===== src/pkg/dtr_pkg.sv =====
package dtr_pkg;

    // Register indices on the plain register port
    localparam logic [1:0] ADDR_TRIG_CFG = 2'h0;
    localparam logic [1:0] ADDR_STATUS   = 2'h1;
    localparam logic [1:0] ADDR_CONTROL  = 2'h2;

    // Trigger configuration fields
    localparam int CFG_QUALIFY_BIT = 7;
    localparam int CFG_BEGIN_BIT   = 6;
    localparam logic [7:0] CFG_WRITE_MASK = 8'hcf;
    localparam logic [7:0] CFG_RESET      = 8'h00;

    // Control register fields
    localparam int CTL_ENABLE_BIT = 7;
    localparam int CTL_RUN_BIT    = 6;
    localparam int CTL_BREAK_BIT  = 4;
    localparam logic [7:0] CTL_WRITE_MASK = 8'hd0;
    localparam logic [7:0] CTL_RESET      = 8'h00;

    // Status fields
    localparam int STS_AF_BIT  = 7;
    localparam int STS_BF_BIT  = 6;
    localparam int STS_RUN_BIT = 5;
    localparam logic [7:0] STS_RESET = 8'h00;

    // Trigger modes
    localparam logic [3:0] MODE_A_ONLY     = 4'h0;
    localparam logic [3:0] MODE_A_OR_B     = 4'h1;
    localparam logic [3:0] MODE_A_THEN_B   = 4'h2;
    localparam logic [3:0] MODE_EVENT_B    = 4'h3;
    localparam logic [3:0] MODE_A_EVENT_B  = 4'h4;
    localparam logic [3:0] MODE_A_AND_B    = 4'h5;
    localparam logic [3:0] MODE_A_AND_NB   = 4'h6;
    localparam logic [3:0] MODE_INSIDE     = 4'h7;
    localparam logic [3:0] MODE_OUTSIDE    = 4'h8;

    // FIFO depth
    localparam logic [3:0] FIFO_FULL_COUNT = 4'h8;

    typedef enum logic [2:0] {
        ST_IDLE     = 3'b001,
        ST_WAIT_TRG = 3'b010,
        ST_STORE    = 3'b100
    } dtr_state_t;

endpackage


===== src/logic/dtr_trigger_status.sv =====
`timescale 1ns/1ps
module dtr_trigger_status (
    // Clock and reset
    input  wire logic        clk_i,
    input  wire logic        reset_n_i,
    // Register port
    input  wire logic [1:0]  reg_addr_i,
    input  wire logic [7:0]  reg_wdata_i,
    input  wire logic        reg_write_i,
    input  wire logic        reg_read_i,
    output logic      [7:0]  reg_rdata_o,
    // Security strap from outside domain
    input  wire logic        secure_i,
    // Bus observation
    input  wire logic        bus_access_i,
    input  wire logic        opcode_exec_i,
    input  wire logic        match_a_addr_i,
    input  wire logic        match_b_addr_i,
    input  wire logic        match_b_data_i,
    input  wire logic        addr_ge_a_i,
    input  wire logic        addr_le_b_i,
    // Capture outputs
    output logic             fifo_store_o,
    output logic             high_byte_zero_o,
    output logic             break_req_o,
    output logic             trigger_o
);

    dtr_pkg::dtr_state_t state_reg;
    dtr_pkg::dtr_state_t state_next;

    logic [7:0] cfg_reg;
    logic [7:0] ctl_reg;
    logic       af_reg;
    logic       bf_reg;
    logic [3:0] cnt_reg;
    logic [3:0] cnt_next;
    logic       a_seen_reg;
    logic       sec_meta_reg;
    logic       sec_reg;
    logic [7:0] rdata_reg;
    logic       store_reg;
    logic       brk_reg;
    logic       trg_reg;
    logic       hbz_reg;

    // Mode decode used in several places
    function automatic logic is_event_mode(input logic [3:0] mode);
        is_event_mode = (mode == dtr_pkg::MODE_EVENT_B) ||
                        (mode == dtr_pkg::MODE_A_EVENT_B);
    endfunction

    // Register port decode
    wire wr_cfg  = reg_write_i && (reg_addr_i == dtr_pkg::ADDR_TRIG_CFG);
    wire wr_ctl  = reg_write_i && (reg_addr_i == dtr_pkg::ADDR_CONTROL);
    wire [3:0] mode = cfg_reg[3:0];
    wire event_mode = is_event_mode(mode);
    wire enabled    = ctl_reg[dtr_pkg::CTL_ENABLE_BIT];
    wire armed      = ctl_reg[dtr_pkg::CTL_RUN_BIT];

    // Run start and manual stop
    wire start_run = wr_ctl && reg_wdata_i[dtr_pkg::CTL_RUN_BIT] &&
                     reg_wdata_i[dtr_pkg::CTL_ENABLE_BIT] && !armed &&
                     !(sec_reg && !enabled);
    wire manual_stop = wr_ctl && armed &&
                       (!reg_wdata_i[dtr_pkg::CTL_RUN_BIT] ||
                        !reg_wdata_i[dtr_pkg::CTL_ENABLE_BIT]);

    // Execution qualification of raw matches
    wire qual = cfg_reg[dtr_pkg::CFG_QUALIFY_BIT] ?
                opcode_exec_i : bus_access_i;
    wire hit_a = qual && match_a_addr_i;
    wire hit_b = qual && match_b_addr_i;
    wire in_range = qual && addr_ge_a_i && addr_le_b_i;

    // Trigger condition per mode
    logic trig_now;
    always_comb
    begin
        case (mode)
            dtr_pkg::MODE_A_ONLY:    trig_now = hit_a;
            dtr_pkg::MODE_A_OR_B:    trig_now = hit_a || hit_b;
            dtr_pkg::MODE_A_THEN_B:  trig_now = hit_b && a_seen_reg;
            dtr_pkg::MODE_EVENT_B:   trig_now = hit_b;
            dtr_pkg::MODE_A_EVENT_B: trig_now = hit_b && a_seen_reg;
            dtr_pkg::MODE_A_AND_B:   trig_now = hit_a &&
                                                match_b_data_i;
            dtr_pkg::MODE_A_AND_NB:  trig_now = hit_a &&
                                                !match_b_data_i;
            dtr_pkg::MODE_INSIDE:    trig_now = in_range;
            dtr_pkg::MODE_OUTSIDE:   trig_now = qual &&
                                      !(addr_ge_a_i && addr_le_b_i);
            default:                 trig_now = 1'b0;
        endcase
    end

    // Begin trace is forced in event-only modes
    wire begin_trace = event_mode ||
                       cfg_reg[dtr_pkg::CFG_BEGIN_BIT];
    wire running    = armed && enabled;
    wire storing    = running && (state_reg == dtr_pkg::ST_STORE);
    wire store_word = event_mode ? (storing && hit_b) : storing;
    wire cnt_full   = (cnt_reg == dtr_pkg::FIFO_FULL_COUNT);
    wire fill_done  = begin_trace && store_word &&
                      (cnt_reg == dtr_pkg::FIFO_FULL_COUNT - 4'h1);
    wire trig_end   = running && !begin_trace && trig_now;
    wire auto_end   = fill_done || trig_end;

    // Sequencer
    always_comb
    begin
        state_next = state_reg;
        case (state_reg)
            dtr_pkg::ST_IDLE:
                if (start_run)
                    state_next = begin_trace ? dtr_pkg::ST_WAIT_TRG
                                             : dtr_pkg::ST_STORE;
            dtr_pkg::ST_WAIT_TRG:
                if (manual_stop || !running)
                    state_next = dtr_pkg::ST_IDLE;
                else if (event_mode &&
                         (mode == dtr_pkg::MODE_EVENT_B || a_seen_reg))
                    state_next = dtr_pkg::ST_STORE;
                else if (!event_mode && trig_now)
                    state_next = dtr_pkg::ST_STORE;
            dtr_pkg::ST_STORE:
                if (manual_stop || auto_end || !running)
                    state_next = dtr_pkg::ST_IDLE;
            default:
                state_next = dtr_pkg::ST_IDLE;
        endcase
    end

    // Valid word count, saturating at eight, never lowered by reads
    always_comb
    begin
        cnt_next = cnt_reg;
        if (start_run)
            cnt_next = 4'h0;
        else if (store_word && !cnt_full)
            cnt_next = cnt_reg + 4'h1;
    end

    // Read data select
    wire [7:0] status_view = {af_reg, bf_reg,
                              enabled & armed, 1'b0, cnt_reg};
    wire [7:0] rd_sel =
        (reg_addr_i == dtr_pkg::ADDR_TRIG_CFG) ? cfg_reg :
        (reg_addr_i == dtr_pkg::ADDR_STATUS)   ? status_view :
        (reg_addr_i == dtr_pkg::ADDR_CONTROL)  ? ctl_reg : 8'h00;

    // Control with secure gating and automatic clear
    wire [7:0] ctl_wr = reg_wdata_i & dtr_pkg::CTL_WRITE_MASK;
    wire       en_wr  = ctl_wr[dtr_pkg::CTL_ENABLE_BIT] &&
                        (!sec_reg || enabled);
    wire [7:0] ctl_new = {en_wr, ctl_wr[6] && en_wr, ctl_wr[5:0]};

    // Security strap synchroniser
    always_ff @(posedge clk_i)
    begin
        sec_meta_reg <= secure_i;
        sec_reg      <= sec_meta_reg;
    end

    // Next value of the trigger configuration
    wire       cfg_wr_ok = wr_cfg && !armed;
    wire [7:0] cfg_next  = cfg_wr_ok ?
                           (reg_wdata_i & dtr_pkg::CFG_WRITE_MASK) :
                           cfg_reg;

    // Next value of the control copy
    logic [7:0] ctl_next;
    always_comb
    begin
        ctl_next = ctl_reg;
        if (wr_ctl)
            ctl_next = ctl_new;
        else if (auto_end)
            ctl_next[dtr_pkg::CTL_RUN_BIT] = 1'b0;
    end

    // Sequencer state
    always_ff @(posedge clk_i)
    begin
        if (!reset_n_i)
        begin
            state_reg <= dtr_pkg::ST_IDLE;
        end
        else
        begin
            state_reg <= state_next;
        end
    end

    // Valid word count
    always_ff @(posedge clk_i)
    begin
        if (!reset_n_i)
        begin
            cnt_reg <= 4'h0;
        end
        else
        begin
            cnt_reg <= cnt_next;
        end
    end

    // Trigger configuration
    always_ff @(posedge clk_i)
    begin
        if (!reset_n_i)
        begin
            cfg_reg <= dtr_pkg::CFG_RESET;
        end
        else
        begin
            cfg_reg <= cfg_next;
        end
    end

    // Control copy
    always_ff @(posedge clk_i)
    begin
        if (!reset_n_i)
        begin
            ctl_reg <= dtr_pkg::CTL_RESET;
        end
        else
        begin
            ctl_reg <= ctl_next;
        end
    end

    // Match flags for comparators A and B; writes reach them only through a run start, which clears both
    wire [1:0] hit_ab = {hit_a, hit_b};
    wire [1:0] flag_view;
    generate
        for (genvar g = 0; g < 2; g++)
        begin : g_flag
            logic flag_reg;
            wire  flag_next = start_run ? 1'b0 :
                              running   ? (flag_reg | hit_ab[g]) :
                              flag_reg;
            always_ff @(posedge clk_i)
            begin
                if (!reset_n_i)
                begin
                    flag_reg <= 1'b0;
                end
                else
                begin
                    flag_reg <= flag_next;
                end
            end
            assign flag_view[g] = flag_reg;
        end
    endgenerate
    assign af_reg = flag_view[1];
    assign bf_reg = flag_view[0];

    // A seen within this run, for the sequenced modes
    wire a_seen_next = start_run ? 1'b0 :
                       running   ? (a_seen_reg | hit_a) : a_seen_reg;
    always_ff @(posedge clk_i)
    begin
        if (!reset_n_i)
        begin
            a_seen_reg <= 1'b0;
        end
        else
        begin
            a_seen_reg <= a_seen_next;
        end
    end

    // Read answer, zero outside its cycle
    wire [7:0] rdata_next = reg_read_i ? rd_sel : 8'h00;
    always_ff @(posedge clk_i)
    begin
        if (!reset_n_i)
        begin
            rdata_reg <= dtr_pkg::STS_RESET;
        end
        else
        begin
            rdata_reg <= rdata_next;
        end
    end

    // Store pulse, one per valid word
    wire store_next = store_word && !cnt_full;
    always_ff @(posedge clk_i)
    begin
        if (!reset_n_i)
        begin
            store_reg <= 1'b0;
        end
        else
        begin
            store_reg <= store_next;
        end
    end

    // Event-only byte marker
    always_ff @(posedge clk_i)
    begin
        if (!reset_n_i)
        begin
            hbz_reg <= 1'b0;
        end
        else
        begin
            hbz_reg <= event_mode;
        end
    end

    // Trigger pulse while running
    wire trg_next = running && trig_now;
    always_ff @(posedge clk_i)
    begin
        if (!reset_n_i)
        begin
            trg_reg <= 1'b0;
        end
        else
        begin
            trg_reg <= trg_next;
        end
    end

    // Break request at automatic run end
    wire brk_next = ctl_reg[dtr_pkg::CTL_BREAK_BIT] && auto_end;
    always_ff @(posedge clk_i)
    begin
        if (!reset_n_i)
        begin
            brk_reg <= 1'b0;
        end
        else
        begin
            brk_reg <= brk_next;
        end
    end

    assign reg_rdata_o      = rdata_reg;
    assign fifo_store_o     = store_reg;
    assign high_byte_zero_o = hbz_reg;
    assign break_req_o      = brk_reg;
    assign trigger_o        = trg_reg;

endmodule


===== config.mk =====
export PLATFORM = sky130hd
export DESIGN_NAME = dtr_trigger_status
export DESIGN_NICKNAME = d
export VERILOG_FILES = /design/src/pkg/dtr_pkg.sv /design/src/logic/dtr_trigger_status.sv
export SDC_FILE = /design/constraint.sdc
export NUM_CORES = 1
export LEC_CHECK = 0
export ABC_AREA = 0
export BUFFER_PORTS_ARGS = -buffer_cell sky130_fd_sc_hd__clkbuf_2
export CORE_MARGIN = 2
export CORE_UTILIZATION = 40
export CTS_CLUSTER_DIAMETER = 40
export DETAILED_ROUTE_END_ITERATION = 8
export HOLD_SLACK_MARGIN = 0.03
export PLACE_DENSITY = 0.71
export SYNTH_ARGS = -nofsm -noshare
export SYNTH_HDL_FRONTEND = slang
export SYNTH_SLANG_ARGS = --single-unit

===== constraint.sdc =====
create_clock -name clk_i -period 2.4 [get_ports clk_i]
set_clock_uncertainty 0.15 [all_clocks]
set_input_delay 0.36 -clock clk_i [delete_from_list [all_inputs] [get_ports clk_i]]
set_output_delay 0.36 -clock clk_i [all_outputs]
set_load 0.05 [all_outputs]

==> impl_metrics.py <==
metrics = {
    "timing": {
        "setup_viol": 0,
        "setup_tns_ns": 0,
        "max_clock_freq_mhz": 479,
        "drv_slew": 0,
        "fin_crit_ns": 2.09,
        "fin_crit_sh_pct": 87.0,
        "rsz0062_at_grt": "no",
        "tightest_slew_ns": 0.461,
        "hold_viol": 0,
        "relSlewSlack_pct": 68.9,
    },
    "yosys": {
        "synth_fp_nets": 194,
        "syn_inst": 170,
        "postSynthAreaPerCell_um2": 9.30,
        "netlist_area_um2": 1580,
        "yosysUniqueCellTypes": 46,
        "netlist_top_cells_count": "dfxtp_1 (33), nor2_1 (17), mux2i_1 (13), nand2_1 (13), a21oi_1 (10)",
        "synth_area_leader_cell": "dfxtp_1",
        "async_flop_share_pct": 0,
        "ys_seq_elements": 33,
        "yosysWarnings": 0,
        "synth_edf_count": 0,
        "yosysSeqAreaShare_pct": 41.8,
        "synth_most_common_cell": "dfxtp_1",
        "synth_top_area_share_pct": 41.8,
        "ys.flop_type": "dfxtp_1",
        "netlist_top_cells_area": "dfxtp_1 (42%), mux2i_1 (8.2%), nor2_1 (4.0%)",
    },
    "finish": {
        "final_util_pct": 51.1,
        "instances_no_fill": 259,
        "diodes": 0,
        "nets": 234,
        "area_growth_pct": 20.1,
        "design_area_um2": 1900,
        "drive_gt1_share_pct": 25.6,
        "largest_reg_flops": 8,
    },
    "placed_design": {
        "placed_area_um2": 1810,
        "port_buffers": 32,
        "dpl.cell_count": 250,
        "dp.final_hpwl_um": 2650,
        "place.gp.congestion": 0.857,
    },
    "route": {
        "vias": 1355,
        "top_layer": "met4",
        "antenna_left": 0,
        "met2_length_um": 1520,
        "drc": 0,
        "wl_per_cell_um": 13.4,
        "drtIter0Drc": 56,
        "viasPerCell": 5.23,
        "met1_length_um": 1660,
        "drt_first_pass_iters": 4,
        "routed_wl_um": 3460,
        "met3_length_um": 196,
    },
    "pwr": {
        "switching_share_pct": 22.9,
        "p_sw_uw": 238,
        "clockPowerShare_pct": 36.9,
        "p_int_uw": 802,
        "power_frac_comb_pct": 8.7,
        "power.density_nw_per_um2": 548,
        "p_leak_uw": 0.000763,
        "irDropWorstVdd_v": 0.000371,
        "seqPwrFrac_pct": 54.4,
    },
    "worst_setup_path": {
        "reg2reg_depth": 6,
        "end_kind": "flip-flop",
        "startpoint_type": "flip-flop",
        "crit_type": "reg -> reg",
        "slowest_delay_ns": 0.51,
        "r2r_start": "cfg_reg[2]",
        "crit_chain": "or3b_2, a21oi_4, a31oi_1, and3_2, a21oi_1, a21boi_0",
        "slowest_stage": "or3b_2",
        "crit_family": "simple AND/OR/NAND/NOR gates",
        "critPathArrivalTime_ns": 2.11,
        "crit_fanout": 9,
        "cp.required_ns": 2.42,
        "cp_num_buf_inv": 0,
        "rrSetupSlack_ns": 0.31,
        "r2r-end": "ctl_reg[6]",
    },
    "grt": {
        "grt_max_degree": 19,
        "grtUsageTotal_pct": 18.0,
        "grt-ovfl-total": 0,
        "antenna_found_initial": 0,
        "grt_pass1_vias": 1273,
        "grt_pass1_wl_um": 5820,
    },
    "clock_network": {
        "clockBufferDepth": 2,
        "hold_buffers": 1,
        "path_clk_slew_ns": 0.06,
        "clock_sinks": 33,
        "cts_tree": "done",
        "htreeDepth": 2,
        "cts_resized": 0,
        "cts_buffers": 5,
        "clockRootBuffer": "clkbuf_8",
        "clk_latency_ns": 0.29,
        "cts_setup_buffers": 0,
    },
    "floorplan": {
        "chipHeight_um": 66.9,
        "dieArea_um2": 4470,
        "start_util_pct": 42.5,
        "core.rowCount": 22,
        "die_x_um": 66.9,
        "ios": 34,
        "core_region_area_um2": 3720,
    },
    "worst_hold_path": {
        "worstHoldPathCells": 3,
        "hp-start": "reg_wdata_i[4]",
        "hp-class": "in -> reg",
        "whs_endpoint": "ctl_reg[4]",
    },
    "flow_run": {
        "cap_violations": 0,
    },
    "run_status": {
        "status": "completed",
    },
}
## power by group through the flow
stage	sequential, uW	combinational (uW)	clock, uW
after floorplan	576	53.4	0
after global placement	577	86.9	0
after detailed placement	577	88.5	0
after CTS	565	90.3	398
after global routing	567	100	415
final	566	90.0	384
## worst min-delay path: cells and delay by family
family / cells / cell delay (ns)
buffers and inverters: 1 / 0.08
AO/OA/AOI/OAI: 1 / 0.06
AND/OR/NAND/NOR: 1 / 0.04
## worst max path at each step
| stage | start | to | slack [ns] | cells past startpoint |
|---|---|---|---|---|
| floorplan | reg_addr_i[1] | state_reg[1] | 0.45 | 6 |
| global placement | cfg_reg[2] | ctl_reg[6] | 0.34 | 6 |
| detailed placement | cfg_reg[2] | ctl_reg[6] | 0.31 | 6 |
| CTS | cfg_reg[2] | ctl_reg[6] | 0.30 | 6 |
| global route | cfg_reg[2] | state_reg[0] | 0.20 | 6 |
| finish | cfg_reg[2] | ctl_reg[6] | 0.31 | 6 |
## cell usage in the layout (no fill, tap or decap), types with 2 or more instances in the layout
master     n
o31ai_1    2
clkbuf_2  32
buf_4      5
nand3b_1   5
or3b_2     3
xor2_1     2
a21oi_1   10
dfxtp_1   33
a21boi_0   3
o21ai_0    5
mux2i_1   13
nand2_1   13
nor2b_1    9
nand4_1    3
nor2_1    17
o2111a_1   2
nor4b_1    2
clkbuf_1   3
and3_1     2
ha_1       2
clkbuf_8   5
inv_1      5
nand2b_1   4
nor3_1     7
## layer usage
layer	vias up	track usage, %
li1	687	-
met1	620	22.1
met2	40	27.9
met3	8	4.73
met4	0	10.7
met5	-	0
## cell type report
cell class | instances | area, um^2
Multi-Input combinational cell | 127 | 871
Sequential cell | 33 | 661
Tap cell | 48 | 60.1
Timing Repair Buffer | 38 | 208
Inverter | 5 | 18.8
Clock buffer | 8 | 80.1
Fill cell | 374 | 1820
## cells by family (layout without fill, tap and decap cells)
group,after synthesis,after routing,synth area share [%]
and+or+nand+nor,79,79,29.1
DFF,33,33,41.8
AOI/OAI and AO/OA,30,30,14.6
muxes,13,13,8.23
buffers and inverters,10,51,3.09
xor gates and xnor gates,3,3,1.66
adders and majority gates,2,2,1.58
## through the flow
step / setup WS [ns] / hold WS (ns) / power [uW]
floorplan: 0.448 / 0.160 / 630
global placement: 0.337 / 0.164 / 664
detailed placement: 0.311 / 0.165 / 666
CTS: 0.302 / 0.148 / 1050
global route: 0.204 / 0.177 / 1080
finish: 0.311 / 0.152 / 1040
(Power assumes the default switching activity.)
